==> config.mk <==
export PLATFORM = sky130hd
export DESIGN_NAME = isf_status_top
export DESIGN_NICKNAME = d
export VERILOG_FILES = /design/src/rtl/isf_pkg.sv /design/src/rtl/isf_link_if.sv /design/src/rtl/isf_status_top.sv /design/src/rtl/isf_link_mon.sv
export SDC_FILE = /design/constraint.sdc
export NUM_CORES = 1
export LEC_CHECK = 0
export ABC_CLOCK_PERIOD_IN_PS = 2700
export BUFFER_PORTS_ARGS = -buffer_cell sky130_fd_sc_hd__buf_2
export CAP_MARGIN = 20
export CORE_MARGIN = 3
export CORE_UTILIZATION = 49
export CTS_BUF_LIST = sky130_fd_sc_hd__clkbuf_4 sky130_fd_sc_hd__clkbuf_8 sky130_fd_sc_hd__clkbuf_16
export DETAILED_ROUTE_END_ITERATION = 8
export GPL_TIMING_DRIVEN = 0
export PLACE_DENSITY = 0.73
export REMOVE_ABC_BUFFERS = 1
export SLEW_MARGIN = 20
export SYNTH_ARGS = -nofsm -noshare
export SYNTH_HDL_FRONTEND = slang
export SYNTH_SLANG_ARGS = --single-unit
==> constraint.sdc <==
create_clock -name clock -period 2.7 [get_ports clock]
set_input_delay 0.405 -clock clock [delete_from_list [all_inputs] [get_ports clock]]
set_output_delay 0.405 -clock clock [all_outputs]
set_load 0.02 [all_outputs]
==> src/rtl/isf_pkg.sv <==
package isf_pkg;
    // ------------------------------------------------------------
    // register map, byte addresses on the apb
    // ------------------------------------------------------------
    localparam int APB_AW = 8;
    localparam logic [7:0] OFF_STATUS = 8'h00;
    localparam logic [7:0] OFF_CTRL1 = 8'h04;
    localparam logic [7:0] OFF_CTRL2 = 8'h08;
    localparam logic [7:0] OFF_PRIMARY = 8'h0C;
    localparam logic [7:0] OFF_RANGE = 8'h10;
    localparam logic [7:0] OFF_FILTER = 8'h14;
    localparam logic [7:0] OFF_MASK = 8'h18;

    // ------------------------------------------------------------
    // field positions
    // ------------------------------------------------------------
    localparam int ST_ARB = 4;
    localparam int ST_RANGE = 3;
    localparam int ST_DIR = 2;
    localparam int ST_IRQ = 1;
    localparam int ST_ACKN = 0;
    localparam int C1_ACKSEL = 3;
    localparam int C2_RANGE_MATCH_ENABLE = 0;
    localparam int C2_FAST_ACK_ENABLE = 1;
    localparam int C2_START_STOP_IRQ_ENABLE = 2;
    localparam int C2_SMB = 3;
    localparam int FLT_STOP = 0;
    localparam int FLT_START = 1;

    // ------------------------------------------------------------
    // reset values and link counts
    // ------------------------------------------------------------
    localparam logic [7:0] RST_CTRL = 8'h00;
    localparam logic [7:0] RST_MASK = 8'h00;
    localparam logic [6:0] RST_ADDR = 7'h00;
    localparam logic [3:0] BITS_DATA = 4'h8;
    localparam logic [3:0] BITS_FRAME = 4'h9;

    typedef enum logic [1:0] {
        LK_IDLE = 2'b00,
        LK_ADDR = 2'b01,
        LK_DATA = 2'b11
    } isf_link_state_t;
endpackage

==> src/rtl/isf_link_if.sv <==
`timescale 1ns/1ps
interface isf_link_if;
    logic start_p;
    logic stop_p;
    logic bit8_p;
    logic byte_p;
    logic ack_slot;
    logic ack_bit;
    logic addr_phase;
    logic [7:0] rx_byte;
    modport mon (output start_p, stop_p, bit8_p, byte_p, ack_slot, ack_bit, addr_phase, rx_byte);
    modport core (input start_p, stop_p, bit8_p, byte_p, ack_slot, ack_bit, addr_phase, rx_byte);
endinterface

==> src/rtl/isf_status_top.sv <==
// Our own choices: register access over APB and the address map.
`timescale 1ns/1ps
// Overview of operation
// - with range matching on, a nonzero calling address equal to the range address sets the range match flag.
// - with range matching on, a calling address inside the primary to range span also sets the range match flag.
// - any write to control register one clears the range match flag.
// - while addressed as slave, the direction flag shows the read/write bit of the calling address.
// - the direction flag reads 0 for slave receive and 1 for slave transmit.
// - the interrupt flag stays set until software writes a one to it.
// - with fast ack off, the interrupt flag sets when a byte and its acknowledge bit are done.
// - in receive with fast ack on, software picks ack or nack after the interrupt and the block drives that answer.
// - with fast ack on, the interrupt flag sets after the eight data bits, before the acknowledge.
// - any slave address match and lost arbitration set the interrupt flag.
// - in smbus mode every timeout but the scl-high and sda-high ones sets the interrupt flag.
// - with start/stop interrupts on, a detected start or stop sets the interrupt flag.
// - software clears the start/stop seen flag before the interrupt flag, or the interrupt returns.
// - the ack received flag reads 0 after an acknowledged byte and 1 when none was seen.
// - lost arbitration sets a flag that software clears by writing a one.
module isf_status_top (
    input wire logic clock,
    input wire logic resetn,
    input wire logic psel,
    input wire logic penable,
    input wire logic pwrite,
    input wire logic [isf_pkg::APB_AW-1:0] paddr,
    input wire logic [31:0] pwdata,
    output logic [31:0] prdata,
    output logic pready,
    output logic pslverr,
    input wire logic scl_i,
    input wire logic sda_i,
    output logic sda_o,
    output logic sda_oe,
    input wire logic master_active,
    input wire logic arb_lost_evt,
    input wire logic alert_match,
    input wire logic second_match,
    input wire logic gcall_match,
    input wire logic tmo_scl_low,
    input wire logic tmo_scl_high,
    input wire logic tmo_sda_high,
    output logic irq
);
    import isf_pkg::*;

    typedef struct packed {
        logic [7:0] ctrl1;
        logic [7:0] ctrl2;
        logic [7:0] mask;
        logic [6:0] primary;
        logic [6:0] range_a;
        logic stop_seen;
        logic start_seen;
        logic arb;
        logic range_m;
        logic dir;
        logic irqf;
        logic ackn;
        logic addressed;
        logic sda_oe;
        logic [31:0] rdata;
    } isf_core_t;

    isf_core_t core_r;
    isf_core_t core_nxt;
    isf_link_if lk ();

    logic wr;
    logic [6:0] a7;
    logic addr_done;
    logic prim_hit;
    logic rng_hit;
    logic any_hit;
    logic involved;
    logic byte_set;
    logic irq_set;
    logic irq_clr;
    logic [7:0] status_v;

    // ------------------------------------------------------------
    // helpers
    // ------------------------------------------------------------
    function automatic logic reg_mapped(input logic [7:0] a);
        reg_mapped = (a == OFF_STATUS) || (a == OFF_CTRL1) || (a == OFF_CTRL2) || (a == OFF_PRIMARY)
            || (a == OFF_RANGE) || (a == OFF_FILTER) || (a == OFF_MASK);
    endfunction

    // span check works whichever bound is the larger one
    function automatic logic in_span(input logic [6:0] a, input logic [6:0] lo, input logic [6:0] hi);
        if (lo <= hi) begin
            in_span = (a >= lo) && (a <= hi);
        end else begin
            in_span = (a >= hi) && (a <= lo);
        end
    endfunction

    isf_link_mon u_mon (
        .clock(clock),
        .resetn(resetn),
        .scl_i(scl_i),
        .sda_i(sda_i),
        .lk(lk.mon)
    );

    // ------------------------------------------------------------
    // event decode
    // ------------------------------------------------------------
    assign wr = psel & penable & pwrite;
    assign a7 = lk.rx_byte[7:1];
    assign addr_done = lk.bit8_p & lk.addr_phase;
    assign prim_hit = addr_done & (a7 == core_r.primary);
    assign rng_hit = addr_done & core_r.ctrl2[C2_RANGE_MATCH_ENABLE]
        & (((a7 != 7'h00) & (a7 == core_r.range_a))
        | in_span(a7, core_r.primary, core_r.range_a));
    assign any_hit = prim_hit | rng_hit | alert_match | second_match | gcall_match;
    assign involved = core_r.addressed | master_active;
    // fast ack picks whether the flag rises before or after the ack bit
    assign byte_set = involved & (core_r.ctrl2[C2_FAST_ACK_ENABLE] ? lk.bit8_p : lk.byte_p);
    // high timeouts are deliberately left out of the set terms
    assign irq_set = any_hit | arb_lost_evt
        | (core_r.ctrl2[C2_SMB] & tmo_scl_low)
        | (core_r.ctrl2[C2_START_STOP_IRQ_ENABLE] & (core_r.start_seen | core_r.stop_seen))
        | byte_set;
    assign irq_clr = wr & (paddr == OFF_STATUS) & pwdata[ST_IRQ];

    // ------------------------------------------------------------
    // register and flag update
    // ------------------------------------------------------------
    // software effects first, hardware sets afterwards so a set always wins
    always_comb begin
        core_nxt = core_r;
        if (wr) begin
            case (paddr)
                OFF_STATUS: begin
                    // only the two write-one-clear bits react; the rest are read-only
                    if (pwdata[ST_IRQ]) core_nxt.irqf = 1'b0;
                    if (pwdata[ST_ARB]) core_nxt.arb = 1'b0;
                end
                OFF_CTRL1: begin
                    core_nxt.ctrl1 = pwdata[7:0];
                    core_nxt.range_m = 1'b0;
                end
                OFF_CTRL2: core_nxt.ctrl2 = pwdata[7:0];
                OFF_PRIMARY: core_nxt.primary = pwdata[6:0];
                OFF_RANGE: core_nxt.range_a = pwdata[6:0];
                OFF_FILTER: begin
                    if (pwdata[FLT_STOP]) core_nxt.stop_seen = 1'b0;
                    if (pwdata[FLT_START]) core_nxt.start_seen = 1'b0;
                end
                OFF_MASK: core_nxt.mask = pwdata[7:0];
                default: core_nxt.mask = core_r.mask;
            endcase
        end
        if (lk.start_p) core_nxt.start_seen = 1'b1;
        if (lk.stop_p) core_nxt.stop_seen = 1'b1;
        // a new start or a stop ends the slave selection
        if (lk.start_p | lk.stop_p) begin
            core_nxt.addressed = 1'b0;
            core_nxt.dir = 1'b0;
        end
        if (any_hit) begin
            core_nxt.addressed = 1'b1;
            core_nxt.dir = lk.rx_byte[0];
        end
        if (rng_hit) core_nxt.range_m = 1'b1;
        if (arb_lost_evt) core_nxt.arb = 1'b1;
        if (irq_set) core_nxt.irqf = 1'b1;
        if (lk.byte_p & involved) core_nxt.ackn = lk.ack_bit;
        // pull sda low in the ack slot of a received byte unless nack is chosen
        core_nxt.sda_oe = lk.ack_slot & core_r.addressed & ~core_r.dir & ~core_r.ctrl1[C1_ACKSEL];
        // read data is latched in the setup cycle so prdata comes from flops
        if (psel & ~penable & ~pwrite) begin
            case (paddr)
                OFF_STATUS: core_nxt.rdata = {24'h000000, status_v};
                OFF_CTRL1: core_nxt.rdata = {24'h000000, core_r.ctrl1};
                OFF_CTRL2: core_nxt.rdata = {24'h000000, core_r.ctrl2};
                OFF_PRIMARY: core_nxt.rdata = {25'h0000000, core_r.primary};
                OFF_RANGE: core_nxt.rdata = {25'h0000000, core_r.range_a};
                OFF_FILTER: core_nxt.rdata = {30'h00000000, core_r.start_seen, core_r.stop_seen};
                OFF_MASK: core_nxt.rdata = {24'h000000, core_r.mask};
                default: core_nxt.rdata = 32'h00000000;
            endcase
        end
    end

    always_ff @(posedge clock) begin
        if (!resetn) begin
            core_r <= '0;
            core_r.ctrl1 <= RST_CTRL;
            core_r.ctrl2 <= RST_CTRL;
            core_r.mask <= RST_MASK;
            core_r.primary <= RST_ADDR;
            core_r.range_a <= RST_ADDR;
        end else begin
            core_r <= core_nxt;
        end
    end

    // ------------------------------------------------------------
    // outputs
    // ------------------------------------------------------------
    // upper status bits belong to other logic and read as zero here
    always_comb begin
        status_v = 8'h00;
        status_v[ST_ARB] = core_r.arb;
        status_v[ST_RANGE] = core_r.range_m;
        status_v[ST_DIR] = core_r.dir & core_r.addressed;
        status_v[ST_IRQ] = core_r.irqf;
        status_v[ST_ACKN] = core_r.ackn;
    end

    assign prdata = core_r.rdata;
    assign pready = penable;
    assign pslverr = psel & penable & ~reg_mapped(paddr);
    assign sda_o = 1'b0;
    assign sda_oe = core_r.sda_oe;
    // only the arbitration and interrupt flags can raise the line
    assign irq = |(status_v & core_r.mask & {3'h0, 1'b1, 2'h0, 1'b1, 1'b0});

    // ------------------------------------------------------------
    // checks
    // ------------------------------------------------------------
    range_set_a: assert property (@(posedge clock) disable iff (!resetn)
        rng_hit |=> core_r.range_m) else $error("range hit did not set flag");
    range_span_a: assert property (@(posedge clock) disable iff (!resetn)
        addr_done && core_r.ctrl2[C2_RANGE_MATCH_ENABLE] && in_span(a7, core_r.primary, core_r.range_a) |=> core_r.range_m)
        else $error("in-span address missed");
    range_clear_a: assert property (@(posedge clock) disable iff (!resetn)
        wr && paddr == OFF_CTRL1 && !rng_hit |=> !core_r.range_m) else $error("ctrl1 write kept range flag");
    dir_capture_a: assert property (@(posedge clock) disable iff (!resetn)
        any_hit && !lk.start_p |=> core_r.dir == $past(lk.rx_byte[0]) && core_r.addressed)
        else $error("direction not captured");
    irq_hold_a: assert property (@(posedge clock) disable iff (!resetn)
        core_r.irqf && !irq_clr |=> core_r.irqf) else $error("irq flag dropped without clear");
    irq_byte_a: assert property (@(posedge clock) disable iff (!resetn)
        involved && !core_r.ctrl2[C2_FAST_ACK_ENABLE] && lk.byte_p |=> core_r.irqf) else $error("byte end did not set irq");
    irq_fast_a: assert property (@(posedge clock) disable iff (!resetn)
        involved && core_r.ctrl2[C2_FAST_ACK_ENABLE] && lk.bit8_p |=> core_r.irqf) else $error("fast ack did not set irq");
    irq_event_a: assert property (@(posedge clock) disable iff (!resetn)
        any_hit || arb_lost_evt |=> core_r.irqf)
        else $error("match or arbitration irq lost");
    // every other set source is excluded by name, so a high timeout leaking into the set terms trips it
    irq_tmo_a: assert property (@(posedge clock) disable iff (!resetn)
        !core_r.irqf && (tmo_scl_high || tmo_sda_high) && !(any_hit || arb_lost_evt || tmo_scl_low || byte_set
        || (core_r.ctrl2[C2_START_STOP_IRQ_ENABLE] && (core_r.start_seen || core_r.stop_seen))) |=> !core_r.irqf)
        else $error("high timeout raised irq");
    irq_ss_a: assert property (@(posedge clock) disable iff (!resetn)
        core_r.ctrl2[C2_START_STOP_IRQ_ENABLE] && core_r.stop_seen && irq_clr |=> core_r.irqf) else $error("start/stop irq not reasserted");
    ack_drive_a: assert property (@(posedge clock) disable iff (!resetn)
        sda_oe |-> $past(lk.ack_slot) && !$past(core_r.ctrl1[C1_ACKSEL]) && !$past(core_r.dir))
        else $error("ack driven outside slot or on nack");
    ack_capture_a: assert property (@(posedge clock) disable iff (!resetn)
        lk.byte_p && involved |=> core_r.ackn == $past(lk.ack_bit)) else $error("ack received not captured");
    arb_sticky_a: assert property (@(posedge clock) disable iff (!resetn)
        arb_lost_evt |=> core_r.arb ##1 (core_r.arb || $past(wr && paddr == OFF_STATUS && pwdata[ST_ARB])))
        else $error("arbitration flag not sticky");
    ro_write_a: assert property (@(posedge clock) disable iff (!resetn)
        wr && paddr == OFF_STATUS && !pwdata[ST_IRQ] && core_r.irqf |=> core_r.irqf) else $error("zero write cleared irq");
    set_wins_a: assert property (@(posedge clock) disable iff (!resetn)
        irq_set && irq_clr |=> core_r.irqf) else $error("clear beat hardware set");
endmodule

==> src/rtl/isf_link_mon.sv <==
`timescale 1ns/1ps
module isf_link_mon (
    input wire logic clock,
    input wire logic resetn,
    input wire logic scl_i,
    input wire logic sda_i,
    isf_link_if.mon lk
);
    import isf_pkg::*;

    typedef struct packed {
        logic scl_m;
        logic scl_q;
        logic scl_d;
        logic sda_m;
        logic sda_q;
        logic sda_d;
        isf_link_state_t st;
        logic [3:0] cnt;
        logic [7:0] shreg;
        logic ack_bit;
        logic ack_slot;
        logic start_p;
        logic stop_p;
        logic bit8_p;
        logic byte_p;
    } isf_mon_t;

    isf_mon_t mon_r;
    isf_mon_t mon_nxt;
    logic rise;
    logic fall;

    // ------------------------------------------------------------
    // line sampling and frame tracking
    // ------------------------------------------------------------
    // scl is only sampled, never used as a clock; edges come from the two synced stages
    always_comb begin
        mon_nxt = mon_r;
        mon_nxt.start_p = 1'b0;
        mon_nxt.stop_p = 1'b0;
        mon_nxt.bit8_p = 1'b0;
        mon_nxt.byte_p = 1'b0;
        mon_nxt.scl_m = scl_i;
        mon_nxt.scl_q = mon_r.scl_m;
        mon_nxt.scl_d = mon_r.scl_q;
        mon_nxt.sda_m = sda_i;
        mon_nxt.sda_q = mon_r.sda_m;
        mon_nxt.sda_d = mon_r.sda_q;
        rise = mon_r.scl_q & ~mon_r.scl_d;
        fall = ~mon_r.scl_q & mon_r.scl_d;
        if (mon_r.scl_q & mon_r.scl_d & mon_r.sda_d & ~mon_r.sda_q) begin
            // start or repeated start restarts the address byte
            mon_nxt.st = LK_ADDR;
            mon_nxt.cnt = 4'h0;
            mon_nxt.ack_slot = 1'b0;
            mon_nxt.start_p = 1'b1;
        end else if (mon_r.scl_q & mon_r.scl_d & ~mon_r.sda_d & mon_r.sda_q) begin
            mon_nxt.st = LK_IDLE;
            mon_nxt.cnt = 4'h0;
            mon_nxt.ack_slot = 1'b0;
            mon_nxt.stop_p = 1'b1;
        end else begin
            case (mon_r.st)
                LK_IDLE: begin
                    mon_nxt.cnt = 4'h0;
                end
                LK_ADDR, LK_DATA: begin
                    if (rise) begin
                        if (mon_r.cnt == BITS_DATA) begin
                            mon_nxt.ack_bit = mon_r.sda_q;
                        end else begin
                            mon_nxt.shreg = {mon_r.shreg[6:0], mon_r.sda_q};
                        end
                        mon_nxt.cnt = mon_r.cnt + 4'h1;
                    end
                    if (fall && mon_r.cnt == BITS_DATA && !mon_r.ack_slot) begin
                        mon_nxt.ack_slot = 1'b1;
                        mon_nxt.bit8_p = 1'b1;
                    end else if (fall && mon_r.cnt == BITS_FRAME) begin
                        mon_nxt.ack_slot = 1'b0;
                        mon_nxt.byte_p = 1'b1;
                        mon_nxt.cnt = 4'h0;
                        mon_nxt.st = LK_DATA;
                    end
                end
                default: begin
                    mon_nxt.st = LK_IDLE;
                end
            endcase
        end
    end

    always_ff @(posedge clock) begin
        if (!resetn) begin
            mon_r <= '0;
        end else begin
            mon_r <= mon_nxt;
        end
    end

    assign lk.start_p = mon_r.start_p;
    assign lk.stop_p = mon_r.stop_p;
    assign lk.bit8_p = mon_r.bit8_p;
    assign lk.byte_p = mon_r.byte_p;
    assign lk.ack_slot = mon_r.ack_slot;
    assign lk.ack_bit = mon_r.ack_bit;
    assign lk.addr_phase = (mon_r.st == LK_ADDR);
    assign lk.rx_byte = mon_r.shreg;

    // ------------------------------------------------------------
    // checks
    // ------------------------------------------------------------
    byte_after_ack_a: assert property (@(posedge clock) disable iff (!resetn)
        mon_r.byte_p |-> $past(mon_r.cnt) == BITS_FRAME) else $error("byte end without nine bits");
endmodule

==> run_results.csv <==
group,metric,value,unit
outcome,run_status,"completed",
synth,synth_top_area_share,36.2,%
cells_and_area,regArea,1620,um2
synth,synthTopCellsByArea,"dfxtp_1, mux2i_1, nor2b_1",
cells_and_area,drive_above_1_share,12.9,%
synth,synth_xor_xnor_area_share,0.586,%
sta,setup_tns,0,ns
clock_tree,htree_levels,3,
clock_tree,path_clk_slew,0.08,ns
global_route,grt_max_degree,74,
worst_setup_path,r2r-start,"core_r[45]",
synth,synth_cells,505,
floorplan,start_util,50.9,%
cells_and_area,nets,608,
synth,ys_types,54,
floorplan,core,8810,um2
global_route,grt_usage,19.1,%
clock_tree,cts_resized,0,
flow_run,drv_cap,0,
synth,avgSynthCellArea,8.87,um2
sta,worst_slew_pin_slew,1.02,ns
global_route,grt_pass1_wl,15500,um
synth,synthAdderAreaFrac,6.70,%
synth,synth_edf_count,0,
synth,yosys.area_share.simple,22.8,%
worst_setup_path,rr_worst_depth,9,
power_and_ir_drop,ir_worst_vdd,337,uV
detailed_routing,routedWlPerCell,14.7,um
cells_and_area,final_cell_mix,"dfxtp_1, nor2b_1, nand2_1, mux2i_1, buf_2",
synth,synth_top_family_by_area,"simple AND/OR/NAND/NOR gates",
clock_tree,numClockSinks,81,
cells_and_area,multiInputGateArea,2520,um2
sta,relSlewSlack,31.4,%
detailed_routing,via_count,3449,
min_path,hold_class,"in2reg",
synth,syn-cell-area,4480,um2
worst_setup_path,worstPathMaxFanout,3,
sta,finalSetupViolCount,0,
detailed_routing,dr_wl_met2,4520,um
detailed_routing,top_layer_used,"met4",
placed_design,hpwl,6990,um
floorplan,num_rows,34,
worst_setup_path,critPathKind,"reg2reg",
detailed_routing,drc,0,
clock_tree,cts-root-buf,"clkbuf_8",
synth,post-synth-top-area-cell,"dfxtp_1",
detailed_routing,via_per_inst,5.37,
clock_tree,clock_tree.buffer_depth,2,
detailed_routing,drt_iter0_markers,152,
detailed_routing,met1_length,4260,um
worst_setup_path,required,2.95,ns
floorplan,die-area,10300,um2
placed_design,dpl-instance-area,4560,um2
cells_and_area,final_common_cell,"dfxtp_1",
synth,synth_ff_type,"dfxtp_1",
synth,synthMuxAreaShare,12.7,%
clock_tree,clk_latency,0.35,ns
synth,ys_ff_latch,81,
cells_and_area,area_growth,5.59,%
clock_tree,tritoncts,"built",
floorplan,die_w,102,um
worst_setup_path,cp-start-kind,"flip-flop",
clock_tree,cts_hold_buffers,0,
sta,rsz0062_at_grt,"no",
cells_and_area,fin_area,4730,um2
worst_setup_path,crit_arrival,2.53,ns
sta,hold_viol,0,
worst_setup_path,end_kind,"flip-flop",
sta,fin_skew,0.00592,ns
worst_setup_path,rrSetupSlack,0.41,ns
detailed_routing,wirelength,9460,um
min_path,holdPathEnd,"u_mon.mon_nxt[24]",
synth,synth_compound_area_share,11.4,%
clock_tree,cts_buffers,9,
cells_and_area,antenna_cells,0,
power_and_ir_drop,p_per_area,451,nW/um2
sta,finalCriticalPeriod,2.29,ns
min_path,whs_path_depth,2,
power_and_ir_drop,p_leak,1.84,nW
placed_design,port_buffers,40,
global_route,grt_pass1_vias,3284,
floorplan,fp.dieH,102,um
synth,async_flop_share,0,%
detailed_routing,wl_met3,527,um
synth,yosysSeqAreaShare,36.2,%
sta,fmax,437,MHz
detailed_routing,ant_nets,0,
clock_tree,post_cts_buffers,0,
min_path,hold_start,"scl_i",
floorplan,num_io_pins,92,
global_route,antenna_found_initial,0,
synth,ys_warn_count,0,
global_route,grt_overflow,0,
placed_design,place_congestion,0.828,
cells_and_area,nFillCells,832,
worst_setup_path,rr_endpoint,"core_r[33]",
sta,slew_violations,0,
detailed_routing,first_pass_iters,4,
sta,timing.final.crit_share,84.7,%
==> cell usage after synthesis, types with 6 or more instances <==
| cell | n |
|---|---|
| clkbuf_1 | 10 |
| a21boi_0 | 9 |
| nand4_1 | 6 |
| a21oi_1 | 20 |
| o21ai_0 | 22 |
| inv_1 | 24 |
| nor2b_1 | 57 |
| buf_4 | 35 |
| a22oi_1 | 6 |
| dfxtp_1 | 81 |
| nor2_1 | 22 |
| mux2i_1 | 51 |
| nand2_1 | 52 |
| nand3_1 | 9 |
| ha_1 | 24 |
| and2_1 | 10 |
==> area by class of cell <==
cell class              instances  area share [%]
inverters                      24            1.90
flip-flops and latches         81            34.3
multi-input cells             373            53.2
repair buffers                 40            4.23
clock inverters                 6           0.741
well taps                     108            2.86
clock buffers                  10            2.78
==> sequential cells by signal, summed over array words and instances, names as in the netlist <==
signal,cells
u_mon.lk.ack_slot,1
core_r,46
prdata,8
u_mon.mon_nxt,4
u_mon.lk.rx_byte,8
u_mon.lk.stop_p,1
u_mon.lk.bit8_p,1
sda_oe,1
u_mon.lk.start_p,1
u_mon.mon_r,8
u_mon.lk.ack_bit,1
u_mon.lk.byte_p,1
==> power breakdown <==
part,internal [mW],total (mW),leakage (nW),switching [mW]
logic,0.0498,0.153,1.10,0.103
clock network,0.337,0.774,0.0852,0.436
registers,1.20,1.21,0.654,0.00629
total,1.59,2.13,1.84,0.546
==> worst max-delay path by stage <==
| stage | startpoint | to | slack (ns) | cells past startpoint |
|---|---|---|---|---|
| finish | core_r[45] | core_r[33] | 0.41 | 9 |
| global route | core_r[45] | core_r[33] | 0.26 | 9 |
| CTS | core_r[45] | core_r[33] | 0.43 | 9 |
| detailed placement | core_r[45] | core_r[33] | 0.44 | 9 |
| global placement | paddr[3] | core_r[78] | 0.50 | 6 |
| floorplan | core_r[46] | core_r[33] | 0.80 | 9 |
==> worst max-delay path, stage by stage (launching register included) <==
cell and delay (ns):
dfxtp_1 0.38, inv_1 0.10, ha_1 0.31, a211oi_1 0.24, nor2_1 0.07, nor3_1 0.26
o21ai_0 0.15, o2111ai_1 0.24, o21ai_1 0.17, o21a_1 0.24
==> stage by stage <==
step / total power [mW] / hold slack [ns] / worst slack (ns) / instances / util, %
2_1_floorplan: 1.32 / 0.411 / 0.805 / 478 / -
3_3_place_gp: 1.38 / 0.414 / 0.501 / 626 / 51.8
3_5_place_dp: 1.39 / 0.420 / 0.440 / 626 / 51.8
4_1_cts: 2.15 / 0.244 / 0.432 / 642 / 53.7
5_1_grt: 2.22 / 0.240 / 0.256 / 642 / 53.7
6_report: 2.13 / 0.255 / 0.414 / 642 / 53.7
==> cells by family after synthesis <==
logic type	Yosys count
compound gates	82
xor+xnor	3
fa+ha+maj	24
buf+inv	75
flops	81
mux	54
other cells	1
simple gates	185
==> per-layer routing <==
metal	track usage [%]	vias to the layer above
li1	-	1720
met1	23.4	1619
met3	5.17	15
met2	32.5	95
met4	6.24	0
met5	0	-
(Power assumes the default switching activity.)
